--- src/core/stm_defs.vh ---
`ifndef STM_DEFS_VH
`define STM_DEFS_VH
// Clock period in ns
`define STM_CLK_PERIOD_NS 8
// Longest permitted test pulse, in us
`define STM_TEST_PULSE_US 1000
// Filter length: test pulse plus a 16-cycle margin, 125000 + 16 cycles at 8 ns
// Held as a sized literal so it meets the 18-bit counter without truncation
`define STM_FILT_CYCLES 18'h1e858
`define STM_CNT_W 18
`define STM_AXES 3
`define STM_SPEED_W 16
`define STM_ALARM_NUM 8'h3f
// Alarm code shown while no alarm stands
`define STM_ALARM_NONE 8'h00
`endif

--- src/core/stm_top.v ---
`timescale 1ns/1ns
`default_nettype none
`include "stm_defs.vh"
module stm_top #(
  parameter [`STM_CNT_W-1:0] FILT_CYCLES = `STM_FILT_CYCLES
) (
  input wire CLK_SYS,
  input wire RST,
  input wire SAFE_IN_A_CLOSED,
  input wire SAFE_IN_B_CLOSED,
  input wire [`STM_AXES-1:0] AXIS_SPEED_NZ,
  input wire [`STM_AXES-1:0] AXIS_TORQUE_MODE,
  input wire FORCED_STOP_DECEL_IN_N,
  input wire ALARM_CLEAR,
  output reg SHUTOFF_MON_A_ON,
  output reg SHUTOFF_MON_B_ON,
  output reg SHUTOFF_MON_AB_ON,
  output reg [`STM_AXES-1:0] BASE_DRIVE_EN,
  output reg [`STM_AXES-1:0] DYN_BRAKE_ON,
  output reg [`STM_AXES-1:0] DECEL_ALLOWED,
  output reg SHUTOFF_TIMING_ALARM,
  output reg [7:0] ALARM_CODE
);
  // Filtered channel states, high while that channel is shut off
  wire cut_a;
  wire cut_b;
  // Either channel cut; one open input alone is enough to stop
  wire cut_any;
  // Both channels cut; only then does the combined monitor path conduct
  wire cut_both;
  // High for one cycle, the first cycle that the either-channel cut (cut_any) is high
  wire cut_rise;
  // Any axis moving, judged only after synchronisation
  wire speed_any;

  // Speed, clear and forced-stop inputs, two stages each before any logic reads them; AXIS_TORQUE_MODE is read directly
  reg [`STM_AXES-1:0] speed_s1_ff;
  reg [`STM_AXES-1:0] speed_s2_ff;
  reg clr_s1_ff;
  reg clr_s2_ff;
  reg em_s1_ff;
  reg em_s2_ff;

  // Edge detector and sticky timing alarm
  reg cut_any_d_ff;
  reg alarm_ff;
  reg nxt_alarm;

  // Next values of the registered outputs
  reg nxt_mon_a;
  reg nxt_mon_b;
  reg nxt_mon_ab;
  reg [`STM_AXES-1:0] nxt_base_drive;
  reg [`STM_AXES-1:0] nxt_dyn_brake;
  reg [`STM_AXES-1:0] nxt_decel;
  reg nxt_timing_alarm;
  reg [7:0] nxt_alarm_code;

  // Each channel filtered on its own so one path failing cannot mask the other
  stm_in_filter #(.FILT_CYCLES(FILT_CYCLES)) u_ch_a (
    .clk(CLK_SYS),
    .rst(RST),
    .pin_closed(SAFE_IN_A_CLOSED),
    .cut_ff(cut_a)
  );
  stm_in_filter #(.FILT_CYCLES(FILT_CYCLES)) u_ch_b (
    .clk(CLK_SYS),
    .rst(RST),
    .pin_closed(SAFE_IN_B_CLOSED),
    .cut_ff(cut_b)
  );

  // Channel combinations shared by every axis
  assign cut_any = cut_a | cut_b;
  assign cut_both = cut_a & cut_b;
  // Delayed copy resets to cut, so no false edge follows reset
  assign cut_rise = cut_any & ~cut_any_d_ff;
  // OR only after both stages, so skew between axis flags cannot glitch it
  assign speed_any = |speed_s2_ff;

  // Per-axis speed flags come from another domain; one synchroniser per bit
  always @(posedge CLK_SYS or posedge RST)
  begin
    if (RST)
    begin
      speed_s1_ff <= {`STM_AXES{1'b0}};
      speed_s2_ff <= {`STM_AXES{1'b0}};
    end
    else
    begin
      speed_s1_ff <= AXIS_SPEED_NZ;
      speed_s2_ff <= speed_s1_ff;
    end
  end

  // Alarm clear request, synchronised
  always @(posedge CLK_SYS or posedge RST)
  begin
    if (RST)
    begin
      clr_s1_ff <= 1'b0;
      clr_s2_ff <= 1'b0;
    end
    else
    begin
      clr_s1_ff <= ALARM_CLEAR;
      clr_s2_ff <= clr_s1_ff;
    end
  end

  // Forced stop input, synchronised; low means forced stop requested
  always @(posedge CLK_SYS or posedge RST)
  begin
    if (RST)
    begin
      em_s1_ff <= 1'b0;
      em_s2_ff <= 1'b0;
    end
    else
    begin
      em_s1_ff <= FORCED_STOP_DECEL_IN_N;
      em_s2_ff <= em_s1_ff;
    end
  end

  // Sticky alarm; a running cut in the same cycle as a clear wins
  always @*
  begin
    nxt_alarm = alarm_ff;
    if (cut_rise & speed_any)
      nxt_alarm = 1'b1;
    else if (clr_s2_ff & ~cut_any)
      nxt_alarm = 1'b0;
  end

  // Clear is only honoured with both channels released, so it cannot hide a live cut
  always @(posedge CLK_SYS or posedge RST)
  begin
    if (RST)
    begin
      cut_any_d_ff <= 1'b1;
      alarm_ff <= 1'b0;
    end
    else
    begin
      cut_any_d_ff <= cut_any;
      alarm_ff <= nxt_alarm;
    end
  end

  // Next output values; every axis takes the same cut so shut-off is simultaneous
  always @*
  begin
    nxt_mon_a = cut_a;
    nxt_mon_b = cut_b;
    nxt_mon_ab = cut_both;
    nxt_base_drive = {`STM_AXES{~cut_any}};
    nxt_dyn_brake = {`STM_AXES{cut_any}};
    // Torque-mode axes never get deceleration; others only before the cut
    nxt_decel = ~AXIS_TORQUE_MODE & {`STM_AXES{~em_s2_ff & ~cut_any}};
    nxt_timing_alarm = alarm_ff;
    nxt_alarm_code = `STM_ALARM_NONE;
    if (alarm_ff)
      nxt_alarm_code = `STM_ALARM_NUM;
  end

  // Monitor outputs; reset shows every channel shut off, the safe state
  always @(posedge CLK_SYS or posedge RST)
  begin
    if (RST)
    begin
      SHUTOFF_MON_A_ON <= 1'b1;
      SHUTOFF_MON_B_ON <= 1'b1;
      SHUTOFF_MON_AB_ON <= 1'b1;
    end
    else
    begin
      SHUTOFF_MON_A_ON <= nxt_mon_a;
      SHUTOFF_MON_B_ON <= nxt_mon_b;
      SHUTOFF_MON_AB_ON <= nxt_mon_ab;
    end
  end

  // Power-stage controls; brake applied and drive off until both channels release
  always @(posedge CLK_SYS or posedge RST)
  begin
    if (RST)
    begin
      BASE_DRIVE_EN <= {`STM_AXES{1'b0}};
      DYN_BRAKE_ON <= {`STM_AXES{1'b1}};
      DECEL_ALLOWED <= {`STM_AXES{1'b0}};
    end
    else
    begin
      BASE_DRIVE_EN <= nxt_base_drive;
      DYN_BRAKE_ON <= nxt_dyn_brake;
      DECEL_ALLOWED <= nxt_decel;
    end
  end

  // Alarm outputs lag the alarm register by one cycle
  always @(posedge CLK_SYS or posedge RST)
  begin
    if (RST)
    begin
      SHUTOFF_TIMING_ALARM <= 1'b0;
      ALARM_CODE <= `STM_ALARM_NONE;
    end
    else
    begin
      SHUTOFF_TIMING_ALARM <= nxt_timing_alarm;
      ALARM_CODE <= nxt_alarm_code;
    end
  end
endmodule
`default_nettype wire

--- src/core/stm_in_filter.v ---
`timescale 1ns/1ns
`default_nettype none
`include "stm_defs.vh"
// One safety channel: synchroniser then off-pulse filter
module stm_in_filter #(
  parameter [`STM_CNT_W-1:0] FILT_CYCLES = `STM_FILT_CYCLES
) (
  input wire clk,
  input wire rst,
  input wire pin_closed,
  output reg cut_ff
);
  reg sync1_ff;
  reg sync2_ff;
  reg [`STM_CNT_W-1:0] cnt_ff;
  reg [`STM_CNT_W-1:0] nxt_cnt;
  reg nxt_cut;

  // Two-flop synchroniser; first stage read only by the second
  always @(posedge clk or posedge rst)
  begin
    if (rst)
    begin
      sync1_ff <= 1'b0;
      sync2_ff <= 1'b0;
    end
    else
    begin
      sync1_ff <= pin_closed;
      sync2_ff <= sync1_ff;
    end
  end

  // Open must persist past a test pulse before cut; closing releases at once
  always @*
  begin
    nxt_cnt = cnt_ff;
    nxt_cut = cut_ff;
    if (sync2_ff)
    begin
      nxt_cnt = {`STM_CNT_W{1'b0}};
      nxt_cut = 1'b0;
    end
    else if (cnt_ff >= FILT_CYCLES)
      nxt_cut = 1'b1;
    else
      nxt_cnt = cnt_ff + {{(`STM_CNT_W-1){1'b0}}, 1'b1};
  end

  // Reset starts in shut-off, the safe state
  always @(posedge clk or posedge rst)
  begin
    if (rst)
    begin
      cnt_ff <= {`STM_CNT_W{1'b0}};
      cut_ff <= 1'b1;
    end
    else
    begin
      cnt_ff <= nxt_cnt;
      cut_ff <= nxt_cut;
    end
  end
endmodule
`default_nettype wire

--- config.mk ---
export PLATFORM = sky130hd
export DESIGN_NAME = stm_top
export DESIGN_NICKNAME = d
export VERILOG_FILES = /design/src/core/stm_top.v /design/src/core/stm_in_filter.v
export VERILOG_INCLUDE_DIRS = /design/src /design/src/core
export SDC_FILE = /design/constraint.sdc
export NUM_CORES = 1
export LEC_CHECK = 0
export ABC_CLOCK_PERIOD_IN_PS = 4300
export BUFFER_PORTS_ARGS = -buffer_cell sky130_fd_sc_hd__buf_2
export CAP_MARGIN = 10
export CORE_UTILIZATION = 30
export DETAILED_ROUTE_END_ITERATION = 8
export PLACE_DENSITY_LB_ADDON = 0.3
export SLEW_MARGIN = 30
export SYNTH_ARGS = -nofsm -noshare
export SYNTH_HDL_FRONTEND = slang
export SYNTH_SLANG_ARGS = --single-unit
export TNS_END_PERCENT = 1
--- constraint.sdc ---
create_clock -name CLK_SYS -period 4.3 [get_ports CLK_SYS]
set_input_delay 0.86 -clock CLK_SYS [delete_from_list [all_inputs] [get_ports CLK_SYS]]
set_output_delay 0.86 -clock CLK_SYS [all_outputs]
set_load 0.02 [all_outputs]
== Word-level counts from Yosys, hierarchy flattened ==
Cells that the tools add are included.

* Multiplexer cells: 11
* $add $sub $neg: 2
* Order comparisons: 2
* Bitwise gates (word level): 11
* Equal/unequal tests: 2
* Reductions and logical operators: 4

{| class="wikitable"
|+ Operator list
! operator !! count
|-
| two-way mux 18 bit || 4
|-
| adder 18 x 1 -> 18 bit, second input constant || 2
|-
| >= comparator 18 x 17 -> 1 bit, second input constant || 2
|-
| two-way mux 1 bit || 6
|-
| two-way mux 6 bit || 1
|-
| nonzero test 2 bit || 3
|-
| AND 1 bit || 5
|-
| != test 2 x 1 -> 1 bit, second input constant || 2
|-
| AND 3 bit || 1
|-
| NOT 1 bit || 3
|-
| NOT 3 bit || 1
|-
| OR reduction 3 bit || 1
|-
| OR 1 bit || 1
|}

* Register bits after elaboration: 71
* Logic and storage cells: 56
* Input bits: 12

== Depth between registers and ports, before layout ==
Gate-level depths: netlist of run 1.

* Depth after elaboration: 5
* Depth in mapped cells: 6

== By module ==
A second synthesis of run 1 with hierarchy kept.

* Cell total of the unflattened synthesis: 272
* Area total of the unflattened synthesis: 2,915.3 um2

{| class="wikitable"
|+ By module, submodules not included
! module !! area each (um2) !! instances !! cells each
|-
| stm_in_filter || 1,117.3 || 2 || 113
|-
| stm_top || 680.7 || 1 || 46
|}

== Worst setup path before layout of run 1 ==
Ideal clock, no wire load.

* Path kind: reg2reg
* Start point: reg u_ch_a.cnt_ff[8]
* End point: reg u_ch_a.cnt_ff[11]
* Cell stages (with the launch flop): 6
* Library setup time: 0.078 ns
* Required time: 4.222 ns
* Setup slack: 2.554 ns
* Period minus slack after synthesis: 1.746 ns
* Data arrival time: 1.668 ns
* Cell sequence: dfrtp_1 nor4_4 o211ai_4 and2_4 or4_1 a21oi_1

* Word-level cells in the longest chain between the ends: 3
* Elaborated cells on any way between the ends: 5

{| class="wikitable"
|+ RTL lines
! what !! RTL line !! source
|-
| start, declared || stm_in_filter.v:15 || <nowiki>reg [`STM_CNT_W-1:0] cnt_ff;</nowiki>
|-
| start signal, assigned || stm_in_filter.v:55 || <nowiki>cnt_ff <= {`STM_CNT_W{1'b0}};</nowiki>
|-
| start signal, assigned || stm_in_filter.v:60 || <nowiki>cnt_ff <= nxt_cnt;</nowiki>
|-
| adder 18 x 1 -> 18 bit || stm_in_filter.v:47 || <nowiki>nxt_cnt = cnt_ff + {{(`STM_CNT_W-1){1'b0}}, 1'b1};</nowiki>
|-
| two-way mux 18 bit || stm_in_filter.v:44 || <nowiki>else if (cnt_ff >= FILT_CYCLES)</nowiki>
|-
| two-way mux 18 bit || stm_in_filter.v:39 || <nowiki>if (sync2_ff)</nowiki>
|}

Several ways; a longest one is shown, not always the timed one. The select of a mux whose other input is x is not followed.
A chain may end at the register's enable or synchronous reset.

== Worst setup path in the final report of run 1 ==
* Start point: reg u_ch_b.cnt_ff[7]
* End point: reg u_ch_b.cnt_ff[14]

* Word-level cells in the longest chain between the ends: 3
* Elaborated cells on any way between the ends: 5

{| class="wikitable"
|+ RTL lines
! what !! RTL line
|-
| start, declared || stm_in_filter.v:15
|-
| start signal, assigned || stm_in_filter.v:55
|-
| start signal, assigned || stm_in_filter.v:60
|-
| adder 18 x 1 -> 18 bit || stm_in_filter.v:47
|-
| two-way mux 18 bit || stm_in_filter.v:44
|-
| two-way mux 18 bit || stm_in_filter.v:39
|}

Several ways; a longest one is shown, not always the timed one. The select of a mux whose other input is x is not followed.

==> results by stage, run 1 <==
Power:
- Of the total power, the share spent switching nets is 0.2247.
- The overall power consumption is 1.292 mW.
- The largest voltage drop on the vdd net is 217.8 uV.
- The proportion of power drawn by flip-flops and latches is 0.471.
- The relative contribution of combinational cells to total power is 0.028.
- Dividing total power by cell area gives a power density of 388.8 nW/um^2.
- The share of total power dissipated in the clock network is 0.500.
- The internal portion of the total power is 1.002 mW.
- The reported net switching power is 0.2904 mW.
- The leakage dissipation is 1.380 nW.

Yosys:
- The share of the Yosys chip area taken by registers is 0.5420.
- The biggest area contributor in the post-synthesis netlist is sky130_fd_sc_hd__dfrtp_1.
- The most numerous cell in the Yosys netlist is sky130_fd_sc_hd__dfrtp_1.
- After synthesis the netlist holds a flip-flop and latch count of 62.
- In this run, synthesis inferred 0 flip-flops with an integrated enable.
- The most common flop cell mapped by yosys is sky130_fd_sc_hd__dfrtp_1.
- In the synthesized netlist the async set-or-reset flop fraction comes to 1.000.
- Summing every instance area after synthesis gives 2877 sq um.
- Of the post-synthesis cell area, the dominant cell type holds 0.4872.
- After synthesis, the cell types taking the most area are sky130_fd_sc_hd__dfrtp_1 (49%), sky130_fd_sc_hd__xnor2_1 (7.9%), sky130_fd_sc_hd__nor2_1 (5.7%).
- After synthesis, the netlist uses 41 different library cells.
- The gate count after technology mapping is 262.
- Sorting the synthesized cells by how often they occur yields sky130_fd_sc_hd__dfrtp_1 (56), sky130_fd_sc_hd__nor2_1 (44), sky130_fd_sc_hd__xnor2_1 (26).
- The average instance area after synthesis is 10.98 sq um.
- The number of warnings issued by yosys is 0.

Global routing:
- The global route total overflow is 0.
- The global-route wire length before repair is 8949 um.
- The via count of the first global-routing pass is 1830.
- Across every metal layer, demand over resource in global routing totals 0.1154.
- The number of antenna violations at the first check in global routing is 0.
- Entering global routing, the biggest net connects 41 pins.

Floorplanning:
- Row generation in the floorplan step produced 35 rows.
- The chip width is 99.92 um.
- In this run the vertical extent of the chip is 99.92 um.
- The number of primary I/O pins is 33.
- The initial standard-cell utilization of the core is 0.3098.
- The core box area is 9284 sq um.
- The full die area is 9984 sq um.

Layout:
- The count of inserted antenna diode cells is 0.
- The fraction of final layout cells sized beyond drive strength 1 is 0.2448.
- The area growth from synthesis to layout is 15.53%.
- Summing all multi-input logic gate instances after layout gives 1150 sq um.
- The final net count is 301.
- The register area is 1559 sq um.
- Fill cells in the final layout number 958.

CTS:
- In this run, post-CTS repair resized a total of 0 instances.
- TritonCTS built the clock tree.
- The deepest level of the CTS H-tree is 3.
- The number of buffers added by the clock tree synthesis step is 9.
- For the worst-skew pair, the clock arrives at the later sink with an insertion delay of 0.34 ns.
- The clock passes through at most 2 buffers.
- After clock tree synthesis, the clock-pin slew on the worst setup and hold paths is 0.08 ns.
- Hold repair after CTS inserted 0 buffers.
- The TritonCTS sink count is 62.
- The number of setup buffers added after CTS is 0.
- In this run the clock root is driven by a sky130_fd_sc_hd__clkbuf_8.

Route:
- The total wire length is 4977 um.
- The detailed router finished its first iteration with 82 violations.
- The number of nets with antenna violations after routing is 0.
- After detailed routing, the number of remaining DRC violations is 0.
- Before antenna repair, the detailed router went through 4 iterations.
- After detailed routing, the average wire length per cell comes to 11.88 um.
- The number of vias per cell after detailed routing is 4.475.
- Across all layers, the routed design uses 1875 vias.

Critical path:
- Counting cells, the worst reg-to-reg path comes to 5.
- The combined buffer and inverter count along the critical path is 0.
- The worst setup path is captured at a flip-flop.
- On the worst path, the slowest cell contributes a delay of 0.53 ns.
- The critical path in this run is classified as flip-flop to flip-flop.
- The launch instance of the worst register-to-register path is u_ch_b.cnt_ff[7].
- The signal on the critical path passes through nor4_4 > o211ai_4 > a2111oi_2 > xnor2_1 > nor2_1.
- The setup slack on the worst flop-to-flop path is 2.35 ns.
- Broken down by cell family, the worst path's largest delay share belongs to compound AO/OA/AOI/OAI gates.
- Among all stages on the critical path, the largest delay is contributed by sky130_fd_sc_hd__a2111oi_2.
- The worst-path maximum fanout is 16.
- The critical path arrival is 2.15 ns.
- The data required time of the critical path is 4.50 ns.
- The worst register-to-register path ends at u_ch_b.cnt_ff[14].
- The sort of element at the start of the critical path is a flip-flop.

Run status:
- The run finished with clean final reports.

Worst hold path:
- The startpoint identified for the worst hold timing path is speed_s1_ff[1].
- The instance count along the most critical hold path is 0.
- For hold timing, the worst endpoint is speed_s2_ff[1].
- The worst hold path belongs to the class flip-flop to flip-flop.

Timing:
- Setup repair after global routing left no endpoint under its margin.
- Setup total negative slack on the finished layout was measured at 0 ns.
- Measured against its own limit, the worst slew margin works out to 0.4340.
- The clock period could shrink to 1.947 ns.
- For the pin with the worst max-slew slack, the measured transition is 0.8484 ns.
- On the final layout, the worst clock skew is 0.009211 ns.
- The count of pins over their slew limit came to 0.
- Setup violations remaining at the end of the flow were counted as 0.
- The maximum achievable frequency is 0.5137 GHz.
- The final worst-path cycle share is 0.4527.
- The number of endpoints with negative hold slack in the final report came to 0.

Placed design:
- The routability congestion estimate from global placement is 0.7420.
- Summed over all nets, the half-perimeter wirelength after detailed placement is 3256 um.
- Port buffering added 30 buffers.

Flow run:
- The total of max-cap violations is 0.
[per-stage QoR]
stage | cells | cell area, sq um | worst slack (ns) | utilization | hold slack, ns
6_report | 419 | 3323 | 2.353 | 0.3580 | 0.3491
3_5_place_dp | 403 | 3073 | 2.284 | 0.3310 | 0.3347
2_1_floorplan | 263 | 2880 | 1.909 | - | 0.3312
5_1_grt | 419 | 3323 | 2.195 | 0.3580 | 0.3479
3_3_place_gp | 403 | 3073 | 2.306 | 0.3310 | 0.3341
4_1_cts | 419 | 3322 | 2.348 | 0.3578 | 0.3491
[state kept, by name, indices dropped and copies added (netlist names), 3 cells and up]
| signal | count |
|---|---|
| speed_s2_ff | 3 |
| DECEL_ALLOWED | 3 |
| u_ch_b.cnt_ff | 18 |
| u_ch_a.cnt_ff | 18 |
| speed_s1_ff | 3 |
[cells by family (layout without fill, tap and decap cells)]
family                     Yosys count  count (layout)  share of synthesized area
DFF                                 62              62                     0.5420
and+or+nand+nor                     97              97                     0.1744
AOI/OAI and AO/OA                   39              39                     0.1222
xor gates and xnor gates            26              26                    0.07917
other                                1               2                   0.001304
adders and majority gates            4               4                    0.01740
buffers and inverters               32              59                    0.05959
muxes                                1               1                   0.003914
[worst max-delay path by stage]
stage	endpoint	slack (ns)	from	cells past startpoint
finish	u_ch_b.cnt_ff[14]	2.35	u_ch_b.cnt_ff[7]	5
global route	u_ch_b.cnt_ff[16]	2.20	u_ch_b.cnt_ff[7]	5
CTS	u_ch_b.cnt_ff[14]	2.35	u_ch_b.cnt_ff[7]	5
detailed placement	SHUTOFF_MON_AB_ON	2.28	RST	3
global placement	SHUTOFF_MON_AB_ON	2.31	RST	3
floorplan	ALARM_CODE[4]	1.91	RST	1
[power by group through the flow]
stage / combinational, mW / sequential, mW / clock, mW
after floorplan: 0.0291 / 0.615 / 0
after global placement: 0.0372 / 0.620 / 0
final: 0.0367 / 0.609 / 0.647
after CTS: 0.0385 / 0.609 / 0.669
after global routing: 0.0433 / 0.611 / 0.698
after detailed placement: 0.0384 / 0.620 / 0
[layout make-up]
| cell class | instances | area share |
|---|---|---|
| Clock buffer | 9 | 0.03727 |
| Clock inverter | 7 | 0.03765 |
| Inverter | 12 | 0.01393 |
| Multi-Input combinational cell | 169 | 0.3460 |
| Sequential cell | 62 | 0.4691 |
| Tap cell | 129 | 0.04857 |
| Timing Repair Buffer | 31 | 0.04744 |
[cells in the final DEF (no fill, tap or decap), types with 2 or more instances in the layout]
master / netlist / routed
sky130_fd_sc_hd__o211ai_4: 2 / 2
sky130_fd_sc_hd__nand2_1: 12 / 12
sky130_fd_sc_hd__nor4_4: 2 / 2
sky130_fd_sc_hd__dfstp_2: 6 / 6
sky130_fd_sc_hd__ha_1: 4 / 4
sky130_fd_sc_hd__a2111oi_2: 6 / 6
sky130_fd_sc_hd__a211oi_2: 4 / 4
sky130_fd_sc_hd__inv_1: 12 / 11
sky130_fd_sc_hd__and4_1: 3 / 3
sky130_fd_sc_hd__bufinv_16: 0 / 3
sky130_fd_sc_hd__nor2b_1: 3 / 3
sky130_fd_sc_hd__xnor2_1: 26 / 26
sky130_fd_sc_hd__conb_1: 1 / 2
sky130_fd_sc_hd__and3_1: 2 / 2
sky130_fd_sc_hd__a21boi_1: 3 / 3
sky130_fd_sc_hd__a211oi_1: 2 / 2
sky130_fd_sc_hd__nand4_1: 7 / 7
sky130_fd_sc_hd__a21oi_1: 15 / 15
sky130_fd_sc_hd__nor2_1: 44 / 44
sky130_fd_sc_hd__dfrtp_1: 56 / 56
sky130_fd_sc_hd__nand3_1: 10 / 10
sky130_fd_sc_hd__nor3_1: 5 / 5
sky130_fd_sc_hd__buf_2: 2 / 30
sky130_fd_sc_hd__clkbuf_8: 0 / 9
sky130_fd_sc_hd__inv_6: 0 / 4
[routing by layer]
| layer | GRT usage | part of all wire |
|---|---|---|
| met5 | 0 | 0 |
| met4 | 0.05882 | 0.018 |
| met3 | 0.03552 | 0.043 |
| met2 | 0.1613 | 0.42 |
| met1 | 0.1604 | 0.52 |
Power figures use the tool's default switching activity.
==> run 2: changes to the inputs <==
Settings changed: ABC_CLOCK_PERIOD_IN_PS 4300 to 2000.
Clock period 4.3 ns to 2 ns, I/O delays scaled along.
==> run 2 against run 1 <==
Effect of this change:
- largest power group is now registers
- sequential cell count unchanged
- clock skew decreased by 0.0020 ns
- first-iteration DRC count increased by 18%
- largest cell class unchanged
- highest routed layer unchanged
==> results by stage, run 2 (same netlist as run 1, synthesis figures left out) <==
Critical path:
- The critical register-to-register path endpoint is u_ch_a.cnt_ff[11].
- The worst reg-to-reg path cell count is 5 (unchanged).
- The setup slack on the worst flop-to-flop path is 0.13 ns (-2.22 ns).
- The worst setup path category is flip-flop to flip-flop.
- The worst-path maximum fanout is 9 (-7).
- The data required time of the critical path is 2.24 ns (-2.26 ns).
- The worst register-to-register path begins at u_ch_a.cnt_ff[8].
- The critical path arrival is 2.11 ns (-0.04 ns).
- The worst setup path is captured at a flip-flop.
- STA classifies the critical path startpoint as a flip-flop.

Layout:
- From synthesis to final layout, the design area changed by 17.83%.
- The fraction of final layout cells sized beyond drive strength 1 is 0.2593 (+0.01443).
- Leaving out fill and tap cells, the most frequent cell in the layout is sky130_fd_sc_hd__dfrtp_1.
- The post-layout instance count excluding filler cells is 426 (+1.7%).
- The post-layout instance area came to 3390 sq um (+2.0%).
- The total of fill cells in the finished design came to 946 (-1.3%).
- In the layout the commonest cells are sky130_fd_sc_hd__dfrtp_1 (56), sky130_fd_sc_hd__nor2_1 (44), sky130_fd_sc_hd__buf_2 (30), sky130_fd_sc_hd__xnor2_1 (26), sky130_fd_sc_hd__a21oi_1 (15).
- The fraction of the core area covered by cells at the end of the flow is 0.3651 (+0.007143).
- The count of inserted antenna diode cells is 0 (unchanged).
- The final net count is 308 (+2.3%).
- The largest registers in the layout are u_ch_a.cnt_ff: 18 flops, u_ch_b.cnt_ff: 18 flops.

Floorplanning:
- The number of standard-cell rows in the floorplan is 35 (unchanged).
- The number of primary I/O pins is 33 (unchanged).
- The vertical die dimension is 99.92 um (unchanged).
- The core box area is 9284 sq um (unchanged).
- The full die area is 9984 sq um (unchanged).
- The chip width is 99.92 um (unchanged).
- The initial standard-cell utilization of the core is 0.3098 (unchanged).

Worst hold path:
- The path class of the tightest hold or removal check is input pin to async pin.

CTS:
- In this run the clock root is driven by a sky130_fd_sc_hd__clkbuf_8.
- The clock tree from TritonCTS is built.
- The source-to-sink clock delay at the later pin of the worst-skew pair is 0.33 ns (about the same).
- The number of gates given a new drive strength after cts is 0 (unchanged).
- The register clock-pin slew on the reported worst setup and hold paths is 0.07 ns (about the same).
- The total setup buffers inserted after CTS is 0 (unchanged).
- The deepest level of the CTS H-tree came to 3 (unchanged).
- The number of buffers added by the clock tree synthesis step came to 9 (unchanged).
- The post-cts hold buffer count is 0 (unchanged).
- The TritonCTS sink count is 62 (unchanged).
- The maximum root-to-sink buffer count is 2 (unchanged).

Timing:
- The minimum hold slack came to 0.1126 ns (-0.2365 ns).
- The shortest clock period the worst path allows after layout is 1.866 ns (-0.08085 ns).
- The number of endpoints with negative hold slack in the final report is 0 (unchanged).
- The total setup violations reported at the end of the flow is 0 (unchanged).
- The post-route worst setup slack is 0.1342 ns (-2.219 ns).
- The post-route setup TNS is 0 ns (unchanged).
- Setup repair after global routing left no endpoint under its margin.
- The worst setup skew after layout is 0.007245 ns (-0.001966 ns).
- The maximum achievable frequency is 0.5360 GHz (+4.3%).
- The slew at the pin closest to its max-slew limit is 0.6877 ns (-0.1607 ns).
- The count of pins over their slew limit came to 0 (unchanged).
- The final worst-path cycle share is 0.9329 (+0.4802).
- The relative slew slack came to 0.5415 (+0.1075).

Route:
- The average routed wire per standard cell was 11.32 um (-4.7%).
- The number of detailed-route iterations in the first pass is 4 (unchanged).
- The DRC violation count after routing is 0 (unchanged).
- The via total after detailed routing is 1918 (+2.3%).
- The number of vias per cell after detailed routing was 4.502 (+0.61%).
- The number of design-rule violations left by the first detailed-router iteration is 97 (+18%).
- The total wire length is 4823 um (-3.1%).
- The number of nets with antenna violations after routing is 0 (unchanged).

Placed design:
- The detailed-placement wirelength estimate is 3266 um (+0.31%).
- The post-placement setup slack is 0.1071 ns (-2.177 ns).
- The cell area after placement is 3138 sq um (+2.1%).
- The number of cells after detailed placement was 410 (+1.7%).
- The count of port buffers added during placement is 30 (unchanged).
- The routability congestion estimate from global placement was 0.7186 (-3.2%).

Global routing:
- The number of antenna violations at the first check in global routing was 0 (unchanged).
- The pin count of the biggest net entering global routing is 63 (+54%).
- The via count of the first global-routing pass is 1845 (+0.82%).
- The global-route wire length before repair is 8645 um (-3.4%).
- The overall fraction of global-route tracks in use was 0.1130 (-0.002491).
- The global route total overflow was 0 (unchanged).

Run status:
- The flow ran to the end, and the final reports show no timing, DRC or antenna violations.

Flow run:
- The total of max-cap violations was 0 (unchanged).

Power:
- The overall power consumption came to 2.706 mW (+110%).
- The power per cell area is 798.4 nW/um^2 (+110%).
- The largest voltage drop on the vdd net is 413.0 uV (+90%).
- The leakage dissipation is 1.413 nW (+2.4%).
## run 2: cell types whose count changed in the layout (fill, tap and decap cells not counted), sizes merged
cell / delta
clkbuf: +1
inv: -3
clkinv: +1
buf: +7
clkinvlp: +1
## run 2: report_power, final
part | switching [mW] | internal [mW] | leakage (nW)
registers | 0.0261 | 1.28 | 0.798
logic | 0.0541 | 0.0316 | 0.499
clock network | 0.485 | 0.828 | 0.116
total | 0.565 | 2.14 | 1.41
## run 2: final cells by class
cell class	count	area (sq um)	area share
sequential	62	1559	0.4599
clock inverter	6	111.4	0.03285
clock buffer	10	127.6	0.03765
multi-input combinational	169	1162	0.3429
timing repair buffer	38	222.7	0.06571
inverter	12	45.04	0.01329
tap	129	161.4	0.04762
## run 2: worst max path at each step
stage                     start                 to  slack (ns)  depth (start not counted)
6_report       u_ch_a.cnt_ff[8]  u_ch_a.cnt_ff[11]        0.13                          5
5_1_grt        u_ch_a.cnt_ff[8]  u_ch_a.cnt_ff[11]        0.01                          5
4_1_cts        u_ch_b.cnt_ff[8]  u_ch_b.cnt_ff[14]        0.09                          5
3_5_place_dp   u_ch_b.cnt_ff[8]  u_ch_b.cnt_ff[14]        0.11                          5
3_3_place_gp   u_ch_b.cnt_ff[8]  u_ch_b.cnt_ff[14]        0.16                          5
2_1_floorplan               RST      ALARM_CODE[4]        0.07                          1
## run 2: critical path: stages, from the launching register on
cell,delay [ns]
sky130_fd_sc_hd__dfrtp_1,0.44
sky130_fd_sc_hd__nor4_4,0.32
sky130_fd_sc_hd__o211ai_4,0.17
sky130_fd_sc_hd__and2_4,0.19
sky130_fd_sc_hd__or4_1,0.49
sky130_fd_sc_hd__a21oi_1,0.16
## run 2: routing by layer
| metal | share of wire | track usage |
|---|---|---|
| met5 | 0 | 0 |
| met3 | 0.033 | 0.03343 |
| met2 | 0.43 | 0.1645 |
| met1 | 0.51 | 0.1509 |
| met4 | 0.021 | 0.06109 |
